[src/design/psc_pkg.sv]
// constants, pin carrier and state encoding shared by the serial port block
// assumes an 8-bit classic wishbone register bus and a 50 MHz mclk
package psc_pkg;

  // ****************************************************************
  // register indices (byte address is four times the index)
  // ****************************************************************
  localparam logic [11:0] IDX_DATA = 12'hF60;
  localparam logic [11:0] IDX_CTRL = 12'hF61;
  localparam logic [11:0] IDX_STAT = 12'hF62;
  localparam logic [11:0] IDX_MODE = 12'hF63;
  localparam logic [11:0] IDX_DIVH = 12'hF66;
  localparam logic [11:0] IDX_DIVL = 12'hF67;

  // ****************************************************************
  // field positions
  // ****************************************************************
  localparam int unsigned CTL_IRQE = 7;
  localparam int unsigned CTL_STR = 6;
  localparam int unsigned CTL_TIMER = 5;
  localparam int unsigned CTL_PHASE = 4;
  localparam int unsigned CTL_IDLE = 3;
  localparam int unsigned CTL_WOR = 2;
  localparam int unsigned CTL_MASTER = 1;
  localparam int unsigned CTL_EN = 0;
  localparam int unsigned ST_IRQ = 7;
  localparam int unsigned ST_OVR = 6;
  localparam int unsigned ST_COL = 5;
  localparam int unsigned ST_ACT = 1;
  localparam int unsigned ST_SEL = 0;
  localparam int unsigned MODE_LEN_HI = 4;
  localparam int unsigned MODE_LEN_LO = 2;
  localparam int unsigned MODE_SELECT_PIN_DIRECTION = 1;
  localparam int unsigned MODE_SSV = 0;

  // ****************************************************************
  // reset values and full character length
  // ****************************************************************
  localparam logic [7:0] CTRL_RST = 8'h00;
  localparam logic [4:0] MODE_RST = 5'h00;
  localparam logic [7:0] DIV_RST = 8'hFF;
  localparam logic SEL_RST = 1'b1;
  localparam logic [3:0] FULL_CHAR = 4'h8;

  typedef enum logic [1:0] {
    PSC_IDLE = 2'b00,
    PSC_MXFER = 2'b01,
    PSC_SXFER = 2'b10
  } psc_state_e;

  typedef struct packed {
    logic sck;
    logic ss_n;
    logic mosi;
    logic miso;
  } psc_pins_s;

endpackage

[src/design/psc_divisor.sv]
// reload divisor: counts mclk cycles down from the 16-bit reload value
// assumes run is held low to restart the count from the reload value
`timescale 1ns/1ps
`default_nettype none
module psc_divisor (
  input wire logic mclk,
  input wire logic rstn,
  input wire logic run,
  input wire logic [15:0] reload,
  output logic tick_q
);
  logic [15:0] cnt_q;

  // ****************************************************************
  // down counter, one tick per reload period
  // ****************************************************************
  // a reload of 0 or 1 ticks every cycle rather than stalling
  always_ff @(posedge mclk or negedge rstn) begin
    if (!rstn) begin
      cnt_q <= 16'hFFFF;
      tick_q <= 1'b0;
    end else if (!run) begin
      cnt_q <= reload;
      tick_q <= 1'b0;
    end else if (cnt_q <= 16'h0001) begin
      cnt_q <= reload;
      tick_q <= 1'b1;
    end else begin
      cnt_q <= cnt_q - 16'h0001;
      tick_q <= 1'b0;
    end
  end

endmodule
`default_nettype wire

[src/design/psc_core.sv]
// serial peripheral port: registers, transfer engine and pin drivers
// assumes pins are already synchronous to mclk; the bench resolves the wires
`timescale 1ns/1ps
`default_nettype none
module psc_core
  import psc_pkg::*;
(
  input wire logic mclk,
  input wire logic rstn,
  input wire logic wb_cyc_i,
  input wire logic wb_stb_i,
  input wire logic wb_we_i,
  input wire logic [13:0] wb_adr_i,
  input wire logic wb_sel_i,
  input wire logic [7:0] wb_dat_i,
  output logic [7:0] wb_dat_o,
  output logic wb_ack_o,
  output logic irq_o,
  input wire psc_pkg::psc_pins_s pins_i,
  output psc_pkg::psc_pins_s pins_o,
  output psc_pkg::psc_pins_s pins_oe
);
  import psc_pkg::*;

  psc_state_e st_q;
  logic [7:0] ctl_q;
  logic [4:0] mode_q;
  logic [7:0] divh_q;
  logic [7:0] divl_q;
  logic [7:0] sr_q;
  logic [3:0] cnt_q;
  logic dout_q;
  logic rxb_q;
  logic lvl_q;
  logic sck_prev_q;
  logic done_q;
  logic irq_q;
  logic ovr_q;
  logic col_q;
  logic sel_q;
  logic tick;

  // ****************************************************************
  // decode
  // ****************************************************************
  logic en;
  logic master;
  logic phase;
  logic busy;
  logic req;
  logic wr;
  logic [11:0] idx;
  logic [3:0] len;
  logic [7:0] stat;
  logic timer_run;
  logic in_bit;
  logic s_lead;
  logic s_trail;
  logic lead;
  logic trail;
  logic wr_data;

  assign en = ctl_q[CTL_EN];
  assign master = ctl_q[CTL_MASTER];
  assign phase = ctl_q[CTL_PHASE];
  assign busy = (st_q != PSC_IDLE);
  assign req = wb_cyc_i & wb_stb_i;
  assign idx = wb_adr_i[13:2];
  // writes land on the edge where the master sees ack
  assign wr = req & wb_we_i & wb_sel_i & wb_ack_o;
  assign wr_data = wr & (idx == IDX_DATA);
  // code zero stands for a full byte
  assign len = (mode_q[MODE_LEN_HI:MODE_LEN_LO] == 3'h0) ? FULL_CHAR :
               {1'b0, mode_q[MODE_LEN_HI:MODE_LEN_LO]};
  // reserved status bits stay zero
  assign stat = {irq_q, ovr_q, col_q, 3'h0, busy, sel_q};
  // timer only runs while the port is off
  assign timer_run = ~en & ctl_q[CTL_TIMER];
  assign in_bit = master ? pins_i.miso : pins_i.mosi;
  assign s_lead = (st_q == PSC_SXFER) && (pins_i.sck != sck_prev_q) && ((pins_i.sck ^ ctl_q[CTL_IDLE]) == 1'b1);
  assign s_trail = (st_q == PSC_SXFER) && (pins_i.sck != sck_prev_q) && ((pins_i.sck ^ ctl_q[CTL_IDLE]) == 1'b0);
  assign lead = (st_q == PSC_MXFER) ? (tick & ~lvl_q) : s_lead;
  assign trail = (st_q == PSC_MXFER) ? (tick & lvl_q) : s_trail;

  // each tick is half a bit period, so the rate is mclk over twice the reload
  psc_divisor u_div (
    .mclk(mclk),
    .rstn(rstn),
    .run((st_q == PSC_MXFER) | timer_run),
    .reload({divh_q, divl_q}),
    .tick_q(tick)
  );

  // ****************************************************************
  // wishbone slave, one wait state
  // ****************************************************************
  always_ff @(posedge mclk or negedge rstn) begin
    if (!rstn) begin
      wb_ack_o <= 1'b0;
      wb_dat_o <= 8'h00;
    end else begin
      wb_ack_o <= req & ~wb_ack_o;
      case (idx)
        IDX_DATA: wb_dat_o <= sr_q;
        IDX_CTRL: wb_dat_o <= ctl_q;
        IDX_STAT: wb_dat_o <= stat;
        IDX_MODE: wb_dat_o <= {3'h0, mode_q};
        IDX_DIVH: wb_dat_o <= divh_q;
        IDX_DIVL: wb_dat_o <= divl_q;
        default: wb_dat_o <= 8'h00;
      endcase
    end
  end

  always_ff @(posedge mclk or negedge rstn) begin
    if (!rstn) begin
      ctl_q <= CTRL_RST;
      mode_q <= MODE_RST;
      divh_q <= DIV_RST;
      divl_q <= DIV_RST;
    end else begin
      if (wr && idx == IDX_CTRL) begin
        // the start-request bit is a strobe and never stores
        ctl_q <= {wb_dat_i[7], 1'b0, wb_dat_i[5:0]};
      end
      if (wr && idx == IDX_MODE) begin
        mode_q <= wb_dat_i[4:0];
      end
      if (wr && idx == IDX_DIVH) begin
        divh_q <= wb_dat_i;
      end
      if (wr && idx == IDX_DIVL) begin
        divl_q <= wb_dat_i;
      end
    end
  end

  // ****************************************************************
  // status flags: a hardware set wins over a clear in the same cycle
  // ****************************************************************
  logic clr_irq;
  logic clr_ovr;
  logic clr_col;
  logic set_irq;
  logic set_ovr;
  logic set_col;

  assign clr_irq = wr && idx == IDX_STAT && wb_dat_i[ST_IRQ];
  assign clr_ovr = wr && idx == IDX_STAT && wb_dat_i[ST_OVR];
  assign clr_col = wr && idx == IDX_STAT && wb_dat_i[ST_COL];
  assign set_irq = done_q | (tick & timer_run) |
                   (wr && idx == IDX_CTRL && wb_dat_i[CTL_STR]);
  assign set_ovr = wr_data & busy;
  // another master pulled our select input low
  assign set_col = en & master & ~mode_q[MODE_SELECT_PIN_DIRECTION] & ~pins_i.ss_n;

  always_ff @(posedge mclk or negedge rstn) begin
    if (!rstn) begin
      irq_q <= 1'b0;
    end else if (set_irq) begin
      irq_q <= 1'b1;
    end else if (clr_irq) begin
      irq_q <= 1'b0;
    end
  end

  always_ff @(posedge mclk or negedge rstn) begin
    if (!rstn) begin
      ovr_q <= 1'b0;
    end else if (set_ovr) begin
      ovr_q <= 1'b1;
    end else if (clr_ovr) begin
      ovr_q <= 1'b0;
    end
  end

  always_ff @(posedge mclk or negedge rstn) begin
    if (!rstn) begin
      col_q <= 1'b0;
    end else if (set_col) begin
      col_q <= 1'b1;
    end else if (clr_col) begin
      col_q <= 1'b0;
    end
  end

  always_ff @(posedge mclk or negedge rstn) begin
    if (!rstn) begin
      sel_q <= SEL_RST;
      irq_o <= 1'b0;
    end else begin
      if (en && !master) begin
        sel_q <= pins_i.ss_n;
      end
      irq_o <= irq_q & ctl_q[CTL_IRQE];
    end
  end

  // ****************************************************************
  // transfer engine
  // ****************************************************************
  // transmit data leaves from bit 7, received bits enter at bit 0, so a short
  // character ends up right justified after len shifts
  always_ff @(posedge mclk or negedge rstn) begin
    if (!rstn) begin
      st_q <= PSC_IDLE;
      sr_q <= 8'h00;
      cnt_q <= 4'h0;
      dout_q <= 1'b0;
      rxb_q <= 1'b0;
      lvl_q <= 1'b0;
      sck_prev_q <= 1'b0;
      done_q <= 1'b0;
    end else begin
      done_q <= 1'b0;
      sck_prev_q <= pins_i.sck;
      case (st_q)
        PSC_IDLE: begin
          lvl_q <= 1'b0;
          if (wr_data) begin
            sr_q <= wb_dat_i;
            dout_q <= wb_dat_i[7];
            if (en && master) begin
              st_q <= PSC_MXFER;
              cnt_q <= len;
            end
          end else if (en && !master && !pins_i.ss_n) begin
            st_q <= PSC_SXFER;
            dout_q <= sr_q[7];
          end
        end
        PSC_MXFER: begin
          if (!en || !master) begin
            st_q <= PSC_IDLE;
          end else if (tick) begin
            lvl_q <= ~lvl_q;
            if (lvl_q && cnt_q == 4'h1) begin
              st_q <= PSC_IDLE;
              done_q <= 1'b1;
            end
            if (lvl_q) begin
              cnt_q <= cnt_q - 4'h1;
            end
          end
        end
        PSC_SXFER: begin
          if (!en || master) begin
            st_q <= PSC_IDLE;
          end else if (pins_i.ss_n) begin
            st_q <= PSC_IDLE;
            done_q <= 1'b1;
          end
        end
        default: st_q <= PSC_IDLE;
      endcase
      // phase 0 samples on the leading edge, phase 1 launches on it
      if (lead) begin
        if (phase) begin
          dout_q <= sr_q[7];
        end else begin
          rxb_q <= in_bit;
        end
      end
      if (trail) begin
        if (phase) begin
          sr_q <= {sr_q[6:0], in_bit};
        end else begin
          sr_q <= {sr_q[6:0], rxb_q};
          dout_q <= sr_q[6];
        end
      end
    end
  end

  // ****************************************************************
  // pin drivers
  // ****************************************************************
  logic [3:0] drv;
  logic [3:0] val;
  logic [3:0] o_q;
  logic [3:0] oe_q;

  assign val = {lvl_q ^ ctl_q[CTL_IDLE], mode_q[MODE_SSV], dout_q, dout_q};
  // select is an output only for a master
  assign drv = {en & master, en & master & mode_q[MODE_SELECT_PIN_DIRECTION], en & master,
                en & ~master & ~pins_i.ss_n};

  genvar gi;
  generate
    for (gi = 0; gi < 4; gi++) begin : g_pin
      always_ff @(posedge mclk or negedge rstn) begin
        if (!rstn) begin
          o_q[gi] <= 1'b0;
          oe_q[gi] <= 1'b0;
        end else begin
          o_q[gi] <= val[gi];
          // in wire-or mode a high level is left to the pull-up
          oe_q[gi] <= drv[gi] & (~ctl_q[CTL_WOR] | ~val[gi]);
        end
      end
    end
  endgenerate

  assign pins_o = o_q;
  assign pins_oe = oe_q;

  // ****************************************************************
  // checks
  // ****************************************************************
  property p_ovr;
    @(posedge mclk) disable iff (!rstn) (wr_data && busy) |=> ovr_q;
  endproperty
  a_ovr: assert property (p_ovr) else $error("overrun not flagged");

  property p_timer_off;
    @(posedge mclk) disable iff (!rstn) en |-> ##1 !(tick && st_q == PSC_IDLE && $past(st_q) == PSC_IDLE);
  endproperty
  a_timer_off: assert property (p_timer_off) else $error("timer ticked while enabled");

  property p_idle_lvl;
    @(posedge mclk) disable iff (!rstn) (st_q == PSC_IDLE && en && master) |=> pins_o.sck == $past(ctl_q[CTL_IDLE]);
  endproperty
  a_idle_lvl: assert property (p_idle_lvl) else $error("idle clock level wrong");

  property p_wor;
    @(posedge mclk) disable iff (!rstn) ctl_q[CTL_WOR] |=> !(pins_oe.sck && pins_o.sck) && !(pins_oe.ss_n && pins_o.ss_n);
  endproperty
  a_wor: assert property (p_wor) else $error("wire-or pin driven high");

  property p_ss_out;
    @(posedge mclk) disable iff (!rstn) (en && master && mode_q[MODE_SELECT_PIN_DIRECTION] && !ctl_q[CTL_WOR])
      |=> pins_oe.ss_n && pins_o.ss_n == $past(mode_q[MODE_SSV]);
  endproperty
  a_ss_out: assert property (p_ss_out) else $error("select pin not driven");

  property p_ss_slave;
    @(posedge mclk) disable iff (!rstn) !master |=> !pins_oe.ss_n;
  endproperty
  a_ss_slave: assert property (p_ss_slave) else $error("slave drove select");

  property p_col;
    @(posedge mclk) disable iff (!rstn) (en && master && !mode_q[MODE_SELECT_PIN_DIRECTION] && !pins_i.ss_n) |=> col_q;
  endproperty
  a_col: assert property (p_col) else $error("collision missed");

  property p_w1c;
    @(posedge mclk) disable iff (!rstn) (clr_ovr && !set_ovr) |=> !ovr_q;
  endproperty
  a_w1c: assert property (p_w1c) else $error("overrun not cleared");

  property p_sel;
    @(posedge mclk) disable iff (!rstn) (en && !master) |=> stat[ST_SEL] == $past(pins_i.ss_n);
  endproperty
  a_sel: assert property (p_sel) else $error("select level wrong");

  property p_done;
    @(posedge mclk) disable iff (!rstn) done_q |=> irq_q;
  endproperty
  a_done: assert property (p_done) else $error("no request after character");

  property p_act;
    @(posedge mclk) disable iff (!rstn) (wr_data && !busy && en && master) |=> stat[ST_ACT];
  endproperty
  a_act: assert property (p_act) else $error("active bit not set");

endmodule
`default_nettype wire

[config.mk]
export PLATFORM = sky130hd
export DESIGN_NAME = psc_core
export DESIGN_NICKNAME = d
export VERILOG_FILES = /design/src/design/psc_pkg.sv /design/src/design/psc_divisor.sv /design/src/design/psc_core.sv
export SDC_FILE = /design/constraint.sdc
export NUM_CORES = 1
export LEC_CHECK = 0
export BUFFER_PORTS_ARGS = -buffer_cell sky130_fd_sc_hd__buf_2
export CELL_PAD_IN_SITES_DETAIL_PLACEMENT = 0
export CELL_PAD_IN_SITES_GLOBAL_PLACEMENT = 2
export CORE_AREA = 2 2 114 116
export DETAILED_ROUTE_END_ITERATION = 8
export DIE_AREA = 0 0 116 118
export PLACE_DENSITY_LB_ADDON = 0.1
export SKIP_CTS_REPAIR_TIMING = 1
export SLEW_MARGIN = 25
export SYNTH_ARGS = -nofsm -noshare
export SYNTH_HDL_FRONTEND = slang
export SYNTH_SLANG_ARGS = --single-unit
export TNS_END_PERCENT = 5
[constraint.sdc]
create_clock -name mclk -period 5.5 [get_ports mclk]
set_input_delay 1.1 -clock mclk [delete_from_list [all_inputs] [get_ports mclk]]
set_output_delay 1.1 -clock mclk [all_outputs]
set_load 0.01 [all_outputs]
# [Yosys cells after proc, flatten, opt, wreduce, memory -nomap -nowiden]
# Index checks and enable logic that the tools add are counted.
[word_totals] wordCells=178 out_inout_bits=18 reg_bits=85
[classes] bitwise=42 magnitude_cmp=1 n_addsub=2 n_eq_ne=20 mux=50 reduce_logical=35
[op_table] operator="12-bit equality test (second input constant)" n=6
[op_table] operator="8-bit case mux with 6 select lines" n=1
[op_table] operator="16-bit 2-to-1 mux" n=2
[op_table] operator="1-bit 2-to-1 mux" n=26
[op_table] operator="4-bit 2-to-1 mux" n=6
[op_table] operator="8-bit 2-to-1 mux" n=3
[op_table] operator="1-bit AND" n=22
[op_table] operator="16-bit by 1-bit <= comparator with 1-bit output (second input constant)" n=1
[op_table] operator="1-bit logical AND" n=16
[op_table] operator="2-bit 2-to-1 mux" n=8
[op_table] operator="16-bit by 1-bit subtractor with 16-bit output (second input constant)" n=1
[op_table] operator="2-bit nonzero test" n=7
[op_table] operator="1-bit inverter" n=12
[op_table] operator="2-bit != test (second input constant)" n=4
[op_table] operator="4-bit case mux with 2 select lines" n=1
[op_table] operator="3-bit by 1-bit != test with 1-bit output (second input constant)" n=2
[op_table] operator="3-bit != test (second input constant)" n=2
[op_table] operator="1-bit bitwise OR" n=6
[op_table] operator="2-bit case mux with 3 select lines" n=1
[op_table] operator="6-bit AND reduction" n=1
[op_table] operator="5-bit AND reduction" n=1
[op_table] operator="4-bit by 1-bit equality test with 1-bit output (second input constant)" n=1
[op_table] operator="1-bit case mux with 2 select lines" n=2
[op_table] operator="2-bit AND reduction" n=2
[op_table] operator="other kinds (12)" n=16

# [Depth between registers and ports, before layout]
[logic_depth] depth_word=11 mapped_depth=9 ltp_nobuf=7

# [Modules after synthesis]
# A second synthesis with hierarchy kept.
[unflattened] cells_unflattened=402 hier_area_um2=4409.2
[by_module_without_submodules] module="psc_core" instances=1 cells_per_inst=305 area_each_um2=3427.0
[by_module_without_submodules] module="psc_divisor" instances=1 cells_per_inst=97 area_each_um2=982.2

# [Least setup slack after synthesis]
# OpenSTA, ideal clock, no wires.
[synth_timing] kind="input to register" from="input port wb_adr_i[9]" to="register cnt_q[2]" path_buffers=0 setup_time_ns=0.127 arrival_ns=2.556 setup_slack_ns=2.818 stages=5 cell_sequence="nand4bb_4 > or4_4 > a2111oi_4 > mux2i_1 > nand3b_1"
[synth_via] elab_chain_cells=4
[synth_rtl] item="start, declared" line="psc_core.sv:13" source="input wire logic [13:0] wb_adr_i,"
[synth_rtl] item="12-bit equality test" line="psc_core.sv:71" source="assign wr_data = wr & (idx == IDX_DATA);"
[synth_rtl] item="1-bit AND" line="psc_core.sv:71"
[synth_rtl] item="2-bit != test (no source line)"
[synth_rtl] item="6-bit AND reduction (no source line)"
[synth_rtl] item="end signal, assigned" line="psc_core.sv:225" source="cnt_q <= len;"
[synth_rtl] item="end signal, assigned" line="psc_core.sv:242" source="cnt_q <= cnt_q - 4'h1;"
[synth_rtl] item="end, declared" line="psc_core.sv:31" source="logic [3:0] cnt_q;"
# No other way between the ends.
# A chain may end at the register's enable or synchronous reset.

# [Worst setup path after layout]
[layout_timing] from="input port wb_cyc_i" to="register sr_q[7]"
[layout_via] elab_chain_cells=7
[layout_rtl] item="start, declared" line="psc_core.sv:10" source="input wire logic wb_cyc_i,"
[layout_rtl] item="1-bit AND" line="psc_core.sv:67" source="assign req = wb_cyc_i & wb_stb_i;"
[layout_rtl] item="1-bit AND (3 in series)" line="psc_core.sv:70" source="assign wr = req & wb_we_i & wb_sel_i & wb_ack_o;"
[layout_rtl] item="1-bit AND" line="psc_core.sv:71"
[layout_rtl] item="2-bit nonzero test (no source line)"
[layout_rtl] item="2-bit AND reduction (no source line)"
[layout_rtl] item="end signal, assigned" line="psc_core.sv:221" source="sr_q <= wb_dat_i;"
[layout_rtl] item="end signal, assigned" line="psc_core.sv:266" source="sr_q <= {sr_q[6:0], in_bit};"
[layout_rtl] item="end signal, assigned" line="psc_core.sv:268" source="sr_q <= {sr_q[6:0], rxb_q};"
[layout_rtl] item="end, declared" line="psc_core.sv:30" source="logic [7:0] sr_q;"
# No other way between the ends.

==> flow_summary_export.csv <==
group,metric,value,unit
setup_path,crit_slowest_cell,"nand4_1",
synthesis,async_reset_ff_share,100,%
setup_path,cp-start-kind,"input pin",
route,ant_nets,0,
layout,drive_gt1_share,31.0,%
timing,tns,0,ps
run_status,status,"finished clean",
synthesis,synth_area_leaders,"dfrtp_1 31%, dfstp_2 20%, mux2_2 8.2%",
grt,track_usage,17.7,%
floorplan,die_h,118,um
timing,slew-limit-headroom,49.7,%
layout,num_antenna_cells,0,
floorplan,io_pins,50,
route,first_iter_violations,193,
synthesis,avgSynthCellArea,10.8,um^2
layout,final_cell_area,4940,um^2
clocking,clk_pin_slew,60,ps
timing,period_needed,2810,ps
placement,placed_cell_area,4660,um^2
synthesis,synth_ff_type,"dfrtp_1",
placement,placed_cells,596,
synthesis,synth-seq-cells,85,
synthesis,syn-cell-area,4260,um^2
placement,hpwl,8160,um
clocking,clock_latency,340,ps
timing,fin_crit_sh,51.1,%
power_and_ir_drop,finalPower,1.39,mW
timing,rsz0062_at_grt,"no",
setup_path,required,5760,ps
grt,grt_overflow,0,
grt,grt_pass1_vias,3171,
route,wl,11100,um
placement,pre_cts_slack,2370,ps
setup_path,critPathKind,"in -> reg",
power_and_ir_drop,p_leak,2.28,nW
timing,tightest_slew,747,ps
grt,grt_pass1_wl,18100,um
clocking,cts_max_level,3,
grt,antenna_found_initial,0,
layout,areaGrowthSynthToFinish,15.9,%
layout,utilization,39.8,%
synthesis,syn_nets,432,
timing,fin_worst_skew,5.17,ps
layout,final_common_cell,"dfrtp_1",
setup_path,crit_path_end_kind,"register",
timing,setup_viol,0,
route,wl_per_cell,18.2,um
timing,max_freq,356,MHz
timing,holdWs,427,ps
floorplan,dieArea,13700,um^2
power_and_ir_drop,ir_drop,0.000140,V
route,drcViolationCount,0,
layout,final_cell_mix,"52 x dfrtp_1, 46 x buf_2, 34 x nor2_1",
flow_run,drv_cap,0,
setup_path,crit_chain,"buf_2 > and4_1 > and2_1 > nand4_1 > or2_2 > a31oi_1",
placement,place_congestion,0.747,
power_and_ir_drop,p_per_area,281,nW/um^2
setup_path,rrSetupSlack,3010,ps
grt,grt_start_max_net_pins,52,
clocking,cts_tree,"built",
setup_path,path_max_fanout,10,
route,via_per_inst,5.05,
setup_path,critPathMaxStageDelay,640,ps
synthesis,netlist.area_leader.share,30.5,%
hold_path,hold_class,"reg -> reg",
clocking,cts_buffer_depth,2,
layout,final_nets,474,
synthesis,yosys.area.top_type,"dfrtp_1",
timing,slew_violations,0,
floorplan,start_util,34.3,%
route,vias,3085,
floorplan,die_w,116,um
floorplan,core,12400,um^2
setup_path,arrival,3070,ps
floorplan,num_rows,41,
clocking,cts-buffers-inserted,9,
synthesis,synth-edff-count,0,
route,dr.pass1.iters,5,
layout,finalNonFillerCells,611,
timing,fin_ws,2690,ps
placement,portBuffers,47,
clocking,cts_root_buf,"clkbuf_16",
synthesis,netlist_instances,393,
timing,hold_viol_final,0,
clocking,cts.sinks,85,
synthesis,seq_area_frac_synth,50.9,%
synthesis,yosysWarnings,0,
synthesis,yosysUniqueCellTypes,52,
[cells by family after synthesis]
| kind of cell | after synthesis | share of synthesized area [%] |
|---|---|---|
| and+or+nand+nor | 129 | 16.2 |
| DFF | 85 | 50.9 |
| AOI/OAI and AO/OA | 70 | 11.0 |
| muxes | 55 | 13.8 |
| buffers and inverters | 33 | 3.14 |
| xor gates and xnor gates | 14 | 2.88 |
| adders and majority gates | 7 | 2.06 |
[worst max-delay path: cells and delay by family]
family                 cells  cell delay [ps]
AND/OR/NAND/NOR            4             1730
AO/OA/AOI/OAI              1              160
buffers and inverters      1               80
[synth_stat cells (8+ instances only)]
cell type   n
a21oi_1    26
dfrtp_1    52
nor2_1     35
xnor2_1     8
inv_1      15
nand2_1    28
mux2i_1    24
clkbuf_1   12
dfstp_2    33
mux2_2     31
nand3_1    11
[registers in the layout, indices dropped and copies added (netlist names), 2 cells and up]
name / count
wb_dat_o: 8
pins_oe: 4
cnt_q: 4
divh_q: 8
pins_o: 3
u_div.cnt_q: 16
mode_q: 5
divl_q: 8
ctl_q: 7
sr_q: 8
st_q: 2
[power by group]
part	total, mW	switching, mW	internal (mW)
sequential	0.689	0.0290	0.660
combinational	0.109	0.0623	0.0471
clock	0.588	0.239	0.348
total	1.39	0.331	1.06
[worst paths after layout]
| path | from | cells after the start | to |
|---|---|---|---|
| setup / recovery | wb_cyc_i | 6 | sr_q[7] |
| max in group asynchronous | rstn | 2 | u_div.cnt_q[15] |
| min in group asynchronous | rstn | 1 | cnt_q[2] |
| hold / removal | dout_q | 0 | pins_o[1] |
| hold reg to reg | dout_q | 0 | pins_o[1] |
| setup reg to reg | st_q[0] | 5 | sr_q[7] |
[layer usage]
layer | GRT usage, % | share of wire [%]
met5 | 0 | 0
met2 | 27.4 | 48
met3 | 2.83 | 2.9
met4 | 6.47 | 1.8
met1 | 24.9 | 47
[area by class of cell]
cell class	count	area (um^2)
Inverter	15	56.3
Multi-Input combinational cell	275	1970
Clock buffer	12	236
Sequential cell	85	2170
Tap cell	172	215
Fill cell	1253	7480
Timing Repair Buffer	49	253
Clock inverter	3	40.0
Note: power is estimated with default switching activity, not from simulation.
